==> src/core/usb_ep_cfg.svh <==
// constants for the usb endpoint control block: offsets, field positions, reset values
//
// Behaviour
// RQ1 - Each of the two usb modules has sixteen endpoint control registers, one per endpoint 0 to 15.
// RQ2 - On endpoint 0 in host mode, bit 7 set talks straight to a low-speed device, clear needs a hub and a PRE token.
// RQ3 - On endpoint 0 in host mode, bit 6 clear lets hardware retry NAKed transactions, set stops the retry.
// RQ4 - With receive and transmit both enabled, bit 4 set refuses SETUP and keeps IN/OUT, clear also takes SETUP; otherwise bit 4 is ignored.
// RQ5 - Receive (OUT) traffic on an endpoint is taken only while its receive enable, bit 3, is set.
// RQ6 - Transmit (IN) traffic on an endpoint is done only while its transmit enable, bit 2, is set.
// RQ7 - Bit 1 reads one once the endpoint has been stalled and zero when it has not.
// RQ8 - Bit 0 set makes the endpoint run handshake phases, clear suppresses them for isochronous use.
// RQ9 - Bits 31 to 8 and bit 5 are unimplemented, ignore writes and read as zero.
// RQ10 - After reset every implemented bit is zero, so endpoints start disabled, without handshake or stall.
// RQ11 - A token for an endpoint whose needed direction is disabled is ignored and moves no data.
`ifndef USB_EP_CFG_SVH
`define USB_EP_CFG_SVH

// register map, byte addresses on the 8-bit register port
`define OFS_EP_BASE      8'h00
`define OFS_IRQ_STATUS   8'h80
`define OFS_IRQ_CLEAR    8'h84
`define OFS_IRQ_ENABLE   8'h88
`define OFS_HOST_MODE    8'h8C

// endpoint control field positions
`define BIT_LOW_SPEED    7
`define BIT_RETRY_DIS    6
`define BIT_CTRL_DIS     4
`define BIT_RX_EN        3
`define BIT_TX_EN        2
`define BIT_STALLED      1
`define BIT_HSHK_EN      0

// reset values and write masks
`define EP_CTRL_RESET    8'h00
`define EP_CTRL_WMASK    8'hDF
`define IRQ_RESET        4'h0
`define HOST_MODE_RESET  2'h0

// interrupt event positions
`define EV_STALL         0
`define EV_REFUSED       1
`define EV_SETUP_REFUSED 2
`define EV_NAK_RETRY     3

`endif

==> src/core/usb_ep_pkg.sv <==
// types and shared decode for the usb endpoint control block
`include "usb_ep_cfg.svh"

package usb_ep_pkg;

  // token kind as reported by the serial engine
  typedef enum logic [1:0] {pid_out, pid_in, pid_setup} pid_kind_t;

  // outcome of one token, one cycle wide
  typedef struct packed {
    logic valid;
    logic accept;
    logic handshake;
    logic stall;
  } tok_res_t;

  // whether an endpoint control byte admits a given token kind
  function automatic logic ep_admits(input logic [7:0] ctrl, input pid_kind_t kind);
    logic rx;
    logic tx;
    rx = ctrl[`BIT_RX_EN];
    tx = ctrl[`BIT_TX_EN];
    case (kind)
      pid_out:   ep_admits = rx;
      pid_in:    ep_admits = tx;
      pid_setup: ep_admits = rx && !(rx && tx && ctrl[`BIT_CTRL_DIS]);
      default:   ep_admits = 1'b0;
    endcase
  endfunction

endpackage

==> src/core/ep_event_irq.sv <==
// sticky event status, enable mask and level interrupt
`timescale 1ns/1ps
`default_nettype none
`include "usb_ep_cfg.svh"

module ep_event_irq
  import usb_ep_pkg::*;
(
  input  wire logic       mclk,
  input  wire logic       arst_n,
  input  wire logic [3:0] events,
  input  wire logic       clear_we,
  input  wire logic       enable_we,
  input  wire logic [3:0] wdata,
  output logic      [3:0] status,
  output logic      [3:0] enable,
  output logic            irq
);

  // new events win over a clear landing in the same cycle
  wire logic [3:0] status_next = (status & ~(clear_we ? wdata : 4'h0)) | events;
  wire logic [3:0] enable_next = enable_we ? wdata : enable;

  always_ff @(posedge mclk or negedge arst_n)
  begin
    if (!arst_n)
    begin
      status <= `IRQ_RESET;
      enable <= `IRQ_RESET;
      irq    <= 1'b0;
    end
    else
    begin
      status <= status_next;
      enable <= enable_next;
      irq    <= |(status_next & enable_next);
    end
  end

endmodule

`default_nettype wire

==> src/core/ep_token_filter.sv <==
// registered token admission for the selected endpoint
`timescale 1ns/1ps
`default_nettype none
`include "usb_ep_cfg.svh"

module ep_token_filter
  import usb_ep_pkg::*;
(
  input  wire logic       mclk,
  input  wire logic       arst_n,
  input  wire logic       tok_valid,
  input  wire pid_kind_t  tok_kind,
  input  wire logic [7:0] ctrl,
  output tok_res_t        result,
  output logic            refused,
  output logic            setup_refused
);

  // decode of the token against the endpoint byte
  wire logic admit      = ep_admits(ctrl, tok_kind);
  wire logic both_dirs  = ctrl[`BIT_RX_EN] && ctrl[`BIT_TX_EN];
  wire logic setup_shut = (tok_kind == pid_setup) && both_dirs && ctrl[`BIT_CTRL_DIS];

  // one cycle of result per token; no data moves unless accept is set
  always_ff @(posedge mclk or negedge arst_n)
  begin
    if (!arst_n)
    begin
      result        <= '0;
      refused       <= 1'b0;
      setup_refused <= 1'b0;
    end
    else
    begin
      result.valid     <= tok_valid;
      result.accept    <= tok_valid && admit;                      // [RQ5] [RQ6] [RQ11]
      result.handshake <= tok_valid && admit && ctrl[`BIT_HSHK_EN]; // [RQ8]
      result.stall     <= tok_valid && admit && ctrl[`BIT_STALLED];
      refused          <= tok_valid && !admit;                     // [RQ11]
      setup_refused    <= tok_valid && setup_shut;                 // [RQ4]
    end
  end

endmodule

`default_nettype wire

==> src/core/usb_endpoint_control.sv <==
// per-endpoint control registers and token admission for two usb modules
`timescale 1ns/1ps
`default_nettype none
`include "usb_ep_cfg.svh"

module usb_endpoint_control
  import usb_ep_pkg::*;
(
  input  wire logic        mclk,
  input  wire logic        arst_n,
  // register port
  input  wire logic [7:0]  bus_addr,
  input  wire logic [31:0] bus_wdata,
  input  wire logic        bus_wr,
  input  wire logic        bus_rd,
  output logic      [31:0] bus_rdata,
  // token from the serial engine
  input  wire logic        tok_valid,
  input  wire logic        tok_usb,
  input  wire logic [3:0]  tok_ep,
  input  wire pid_kind_t   tok_kind,
  output tok_res_t         tok_result,
  // stall report from the serial engine
  input  wire logic        stall_valid,
  input  wire logic        stall_usb,
  input  wire logic [3:0]  stall_ep,
  // NAK seen on endpoint 0 in host mode
  input  wire logic        nak_valid,
  input  wire logic        nak_usb,
  // host mode endpoint 0 controls, one bit per usb module
  output logic      [1:0]  low_speed_direct,
  output logic      [1:0]  pre_required,
  output logic      [1:0]  nak_retry,
  // level interrupt
  output logic             irq
);

  localparam int EP_TOTAL = 32;

  // ----------------------------------------------------------------
  // register decode
  // ----------------------------------------------------------------

  // endpoint window is the lower half: addr[6] picks the module, addr[5:2] the endpoint
  wire logic       in_ep_win  = (bus_addr[7] == 1'b0) && (bus_addr[1:0] == 2'h0);
  wire logic [4:0] ep_index   = bus_addr[6:2];
  wire logic       ep_wr      = bus_wr && in_ep_win;
  wire logic       hit_status = (bus_addr == `OFS_IRQ_STATUS);
  wire logic       hit_clear  = (bus_addr == `OFS_IRQ_CLEAR);
  wire logic       hit_enable = (bus_addr == `OFS_IRQ_ENABLE);
  wire logic       hit_host   = (bus_addr == `OFS_HOST_MODE);

  wire logic       clear_we   = bus_wr && hit_clear;
  wire logic       enable_we  = bus_wr && hit_enable;
  wire logic       host_we    = bus_wr && hit_host;

  // ----------------------------------------------------------------
  // endpoint control storage
  // ----------------------------------------------------------------

  // index 0..15 is usb module one, 16..31 is usb module two
  logic [7:0] ctrl_reg  [0:EP_TOTAL-1];                              // [RQ1]
  logic [7:0] ctrl_next [0:EP_TOTAL-1];

  wire logic [4:0] stall_index = {stall_usb, stall_ep};

  // next value per endpoint: software write, then hardware stall report on top
  genvar gi;
  generate
    for (gi = 0; gi < EP_TOTAL; gi++)
    begin : g_ep
      wire logic       wr_hit    = ep_wr && (ep_index == 5'(gi));
      wire logic       stall_hit = stall_valid && (stall_index == 5'(gi));
      // unimplemented bits never take a write, so they read zero
      wire logic [7:0] written   = wr_hit ? (bus_wdata[7:0] & `EP_CTRL_WMASK) : ctrl_reg[gi]; // [RQ9]
      // a stall in the same cycle as a software clear still sticks
      assign ctrl_next[gi] = written | (stall_hit ? 8'h02 : 8'h00);   // [RQ7]

      always_ff @(posedge mclk or negedge arst_n)
      begin
        if (!arst_n)
          ctrl_reg[gi] <= `EP_CTRL_RESET;                            // [RQ10]
        else
          ctrl_reg[gi] <= ctrl_next[gi];
      end
    end
  endgenerate

  // ----------------------------------------------------------------
  // host mode register
  // ----------------------------------------------------------------

  // bit 0 puts usb module one in host mode, bit 1 module two
  logic [1:0] host_mode_reg;
  wire  logic [1:0] host_mode_next = host_we ? bus_wdata[1:0] : host_mode_reg;

  always_ff @(posedge mclk or negedge arst_n)
  begin
    if (!arst_n)
      host_mode_reg <= `HOST_MODE_RESET;
    else
      host_mode_reg <= host_mode_next;
  end

  // ----------------------------------------------------------------
  // token admission
  // ----------------------------------------------------------------

  // endpoint byte looked up the same cycle the token arrives
  wire logic [4:0] tok_index = {tok_usb, tok_ep};
  wire logic [7:0] tok_ctrl  = ctrl_reg[tok_index];
  logic            tok_refused;
  logic            tok_setup_refused;

  ep_token_filter u_filter (
    .mclk          (mclk),
    .arst_n        (arst_n),
    .tok_valid     (tok_valid),
    .tok_kind      (tok_kind),
    .ctrl          (tok_ctrl),
    .result        (tok_result),
    .refused       (tok_refused),
    .setup_refused (tok_setup_refused)
  );

  // ----------------------------------------------------------------
  // endpoint 0 host controls
  // ----------------------------------------------------------------

  // only endpoint 0 of each module carries the host-mode bits
  wire logic [7:0] ep0_one = ctrl_reg[0];
  wire logic [7:0] ep0_two = ctrl_reg[16];

  wire logic [1:0] low_speed_next;
  wire logic [1:0] pre_next;
  wire logic [1:0] retry_next;

  // direct low-speed link, else a hub and a PRE token in front of low-speed traffic
  assign low_speed_next[0] = host_mode_reg[0] && ep0_one[`BIT_LOW_SPEED];  // [RQ2]
  assign low_speed_next[1] = host_mode_reg[1] && ep0_two[`BIT_LOW_SPEED];  // [RQ2]
  assign pre_next[0]       = host_mode_reg[0] && !ep0_one[`BIT_LOW_SPEED]; // [RQ2]
  assign pre_next[1]       = host_mode_reg[1] && !ep0_two[`BIT_LOW_SPEED]; // [RQ2]

  // retry request pulse after a NAK unless software turned retry off
  assign retry_next[0] = nak_valid && !nak_usb && host_mode_reg[0]
                         && !ep0_one[`BIT_RETRY_DIS];                     // [RQ3]
  assign retry_next[1] = nak_valid && nak_usb && host_mode_reg[1]
                         && !ep0_two[`BIT_RETRY_DIS];                     // [RQ3]

  always_ff @(posedge mclk or negedge arst_n)
  begin
    if (!arst_n)
    begin
      low_speed_direct <= 2'h0;
      pre_required     <= 2'h0;
      nak_retry        <= 2'h0;
    end
    else
    begin
      low_speed_direct <= low_speed_next;
      pre_required     <= pre_next;
      nak_retry        <= retry_next;
    end
  end

  // ----------------------------------------------------------------
  // interrupt events
  // ----------------------------------------------------------------

  // events are one-cycle pulses; the sticky copy lives in the irq block
  wire logic [3:0] events;
  logic      [3:0] irq_status;
  logic      [3:0] irq_enable;

  assign events[`EV_STALL]         = stall_valid;
  assign events[`EV_REFUSED]       = tok_refused;
  assign events[`EV_SETUP_REFUSED] = tok_setup_refused;
  assign events[`EV_NAK_RETRY]     = |nak_retry;

  ep_event_irq u_irq (
    .mclk      (mclk),
    .arst_n    (arst_n),
    .events    (events),
    .clear_we  (clear_we),
    .enable_we (enable_we),
    .wdata     (bus_wdata[3:0]),
    .status    (irq_status),
    .enable    (irq_enable),
    .irq       (irq)
  );

  // ----------------------------------------------------------------
  // read path
  // ----------------------------------------------------------------

  // clear register is write-only and unmapped addresses read zero
  wire logic [31:0] rd_ep     = {24'h000000, ctrl_reg[ep_index]};          // [RQ9]
  wire logic [31:0] rd_status = {28'h0000000, irq_status};
  wire logic [31:0] rd_enable = {28'h0000000, irq_enable};
  wire logic [31:0] rd_host   = {30'h00000000, host_mode_reg};
  wire logic [31:0] rd_value  = in_ep_win  ? rd_ep     :
                                hit_status ? rd_status :
                                hit_enable ? rd_enable :
                                hit_host   ? rd_host   : 32'h00000000;

  // read data stand for the single cycle after the strobe, zero otherwise
  always_ff @(posedge mclk or negedge arst_n)
  begin
    if (!arst_n)
      bus_rdata <= 32'h00000000;
    else
      bus_rdata <= bus_rd ? rd_value : 32'h00000000;
  end

endmodule

`default_nettype wire

==> config.mk <==
export PLATFORM = sky130hd
export DESIGN_NAME = usb_endpoint_control
export DESIGN_NICKNAME = d
export VERILOG_FILES = /design/src/core/usb_ep_pkg.sv /design/src/core/ep_event_irq.sv /design/src/core/ep_token_filter.sv /design/src/core/usb_endpoint_control.sv
export VERILOG_INCLUDE_DIRS = /design/src /design/src/core
export SDC_FILE = /design/constraint.sdc
export NUM_CORES = 1
export LEC_CHECK = 0
export BUFFER_PORTS_ARGS = -buffer_cell sky130_fd_sc_hd__buf_2
export CAP_MARGIN = 10
export CELL_PAD_IN_SITES_DETAIL_PLACEMENT = 1
export CELL_PAD_IN_SITES_GLOBAL_PLACEMENT = 2
export CORE_ASPECT_RATIO = 0.9
export CORE_MARGIN = 3
export CORE_UTILIZATION = 47
export CTS_CLUSTER_DIAMETER = 150
export DETAILED_ROUTE_END_ITERATION = 10
export PLACE_DENSITY = 0.86
export SYNTH_ARGS = -nofsm -noshare
export SYNTH_HDL_FRONTEND = slang
export SYNTH_HIERARCHICAL = 1
export SYNTH_SLANG_ARGS = --single-unit
==> constraint.sdc <==
create_clock -name mclk -period 5.8 [get_ports mclk]
set_clock_uncertainty 0.15 [all_clocks]
set_input_delay 0.58 -clock mclk [delete_from_list [all_inputs] [get_ports mclk]]
set_output_delay 0.58 -clock mclk [all_outputs]
set_load 0.05 [all_outputs]
==> reports/qor.csv <==
stage,metric,value,unit
outcome,outcome,finished with violations,
place,Setup WS pre-CTS,2.18,ns
job,total of max-cap violations,0,
synth,Avg Inst Size Synth,14.5,um^2
floorplan,I/O pins,103,
power_and_ir_drop,Net Sw Frac,0.258,
detailed_routing,routed wire length per instance,27.6,um
timing,period utilization,0.525,
global_route,pin count of the biggest net entering global routing,131,
clock_network,Num CTS Buffers,27,
power_and_ir_drop,Switch Pwr,1.12,mW
timing,final setup margin,2.76,ns
timing,setup TNS,0,ns
power_and_ir_drop,total internal power,3.23,mW
setup_path,crit end category,register,
global_route,total gr overflow,0,
floorplan,Initial Util,0.484,
clock_network,"Setup Fix Bufs, Post-CTS",0,
setup_path,crit start category,input port,
detailed_routing,drt pass-1 iters,5,
global_route,first-pass GRT wire length,54800,um
power_and_ir_drop,Worst VDD drop,0.000230,V
setup_path,Critical Path RT,6.07,ns
global_route,GRT Util Overall,0.241,
clock_network,CTS HTree Levels,1,
outcome,violated checks,hold timing,
detailed_routing,# DRC,0,
detailed_routing,Vias,8195,
place,Post-DP HPWL,23600,um
clock_network,Worst-Skew Late Latency,0.55,ns
setup_path,worst-path maximum fanout,19,
detailed_routing,antenna-violating nets left,0,
detailed_routing,detail-routed via count per cell,6.30,
timing,final hold vios,11,
timing,crit path time final,3.04,ns
floorplan,# rows,57,
setup_path,CP max-delay cell,buf_2,
finish,# nets final,987,
synth,Post-Synthesis Cells,912,
setup_path,launching point of the worst reg2reg path,ctrl_reg[130],
timing,RSZ-0062 raised after global routing,no,
min_path,HP Class,input port to async pin,
timing,Setup-failing EPs final,0,
floorplan,Die Ht,165,um
clock_network,CTS tree,yes,
clock_network,"CTS clk-pin slew, worst paths",0.06,ns
detailed_routing,DR iter-0 viols,656,
finish,Fill cells,2619,
synth,Syn. warnings,6,
timing,Slew @ Worst Pin,1.07,ns
setup_path,worst path arrival time,3.32,ns
clock_network,Root Buffer,clkbuf_16,
power_and_ir_drop,Comb pwr share,0.125,
timing,max_slew headroom,0.285,
place,count of buffers from port buffering,52,
finish,area delta synth->final,9.63,%
finish,layout cells sized above 1,0.472,
clock_network,post-cts sizing count,0,
floorplan,Die X,183,um
power_and_ir_drop,Clk network pwr share,0.416,
setup_path,CP peak stage delay,0.56,ns
place,routability cong.,0.803,
power_and_ir_drop,Reg power frac,0.459,
power_and_ir_drop,Leak,6.61,nW
timing,FMAX,0.328,GHz
power_and_ir_drop,total chip power,4.35,mW
timing,Fin Hold WS,-0.0177,ns
detailed_routing,routed wire length,35900,um
synth,synthesized area,13200,um^2
setup_path,Setup crit start,tok_ep[0],
global_route,vias in the first global route,8558,
global_route,antenna violations before repair,2,
finish,max reg flops,210,
setup_path,Critical Path Most Common Cell,mux4_2,
timing,final max-slew violation count,0,
power_and_ir_drop,power per cell area,299,nW/um^2
clock_network,clk buf depth,3,
clock_network,hold_buf cts,0,
setup_path,worst path cell trace,"buf_2, buf_4, mux4_2, mux4_2, mux2_2, and3b_1, o21ai_2, nor2_1",
floorplan,Die ar.,30200,um^2
clock_network,clk sinks,254,
setup_path,CP Class,input port to register,
floorplan,core area,27400,um^2
[worst max-delay path, delay by kind of cell]
family / cells / cell delay (ns)
AO/OA/AOI/OAI: 1 / 0.18
buffers and inverters: 2 / 0.94
multiplexers: 3 / 1.34
AND/OR/NAND/NOR: 2 / 0.26
[cells in the final DEF, fill, tap and decap left out, types with 5 or more instances in the layout]
cell type	instances
and2_1	5
nor2b_1	8
buf_2	49
nor3_2	6
o22ai_1	7
nand2b_1	11
a22o_1	5
nor2_1	17
clkbuf_16	27
a211oi_1	6
dfrtp_1	254
mux2i_1	36
mux2_2	211
nand3b_1	5
mux4_2	106
nor3_1	5
nand2_1	26
nor2_2	10
buf_4	7
or2_2	6
nand3_1	10
conb_1	25
o21ai_0	36
[layout make-up]
class,instances,area (um^2),share of cell area
Inverter,2,7.51,0.000517
Sequential cell,254,6360,0.438
Tap cell,354,443,0.0305
Multi-Input combinational cell,584,6460,0.445
Clock inverter,12,175,0.0121
Timing Repair Buffer,58,333,0.0229
Clock buffer,35,746,0.0513
Antenna cell,1,2.50,0.000172
[power by group through the flow]
stage | combinational (mW) | sequential, mW | clock, mW
after floorplan | 0.395 | 2.00 | 0
after global placement | 0.531 | 2.01 | 0
after detailed placement | 0.543 | 2.02 | 0
after CTS | 0.546 | 1.99 | 1.85
after global routing | 0.587 | 2.01 | 1.91
final | 0.543 | 1.99 | 1.81
[layer usage]
layer  part of all wire  global-route usage
met4              0.020              0.0502
met5                  0                   0
met3              0.068              0.0431
met2               0.46               0.372
met1               0.45               0.363
[per-stage QoR]
stage                util  instance area (um^2)  hold WS (ns)  std cells
floorplan               -                 13300         0.134        936
global placement    0.497                 13600         0.299       1252
detailed placement  0.497                 13600         0.301       1252
CTS                 0.530                 14500        0.0340       1299
global route        0.530                 14500        0.0424       1299
finish              0.530                 14500       -0.0177       1300
[final timing paths]
path	end	slack [ns]	cells after the start
setup / recovery	u_filter/result[1]	2.76	8
hold / removal	ep0_two[2]	-0.02	1
setup reg to reg	u_filter/result[1]	3.34	6
hold reg to reg	pre_required[0]	0.32	1
max in group asynchronous	ctrl_reg[199]	4.30	2
min in group mclk	u_filter/result[3]	0.06	1
Power figures use the tool's default switching activity.
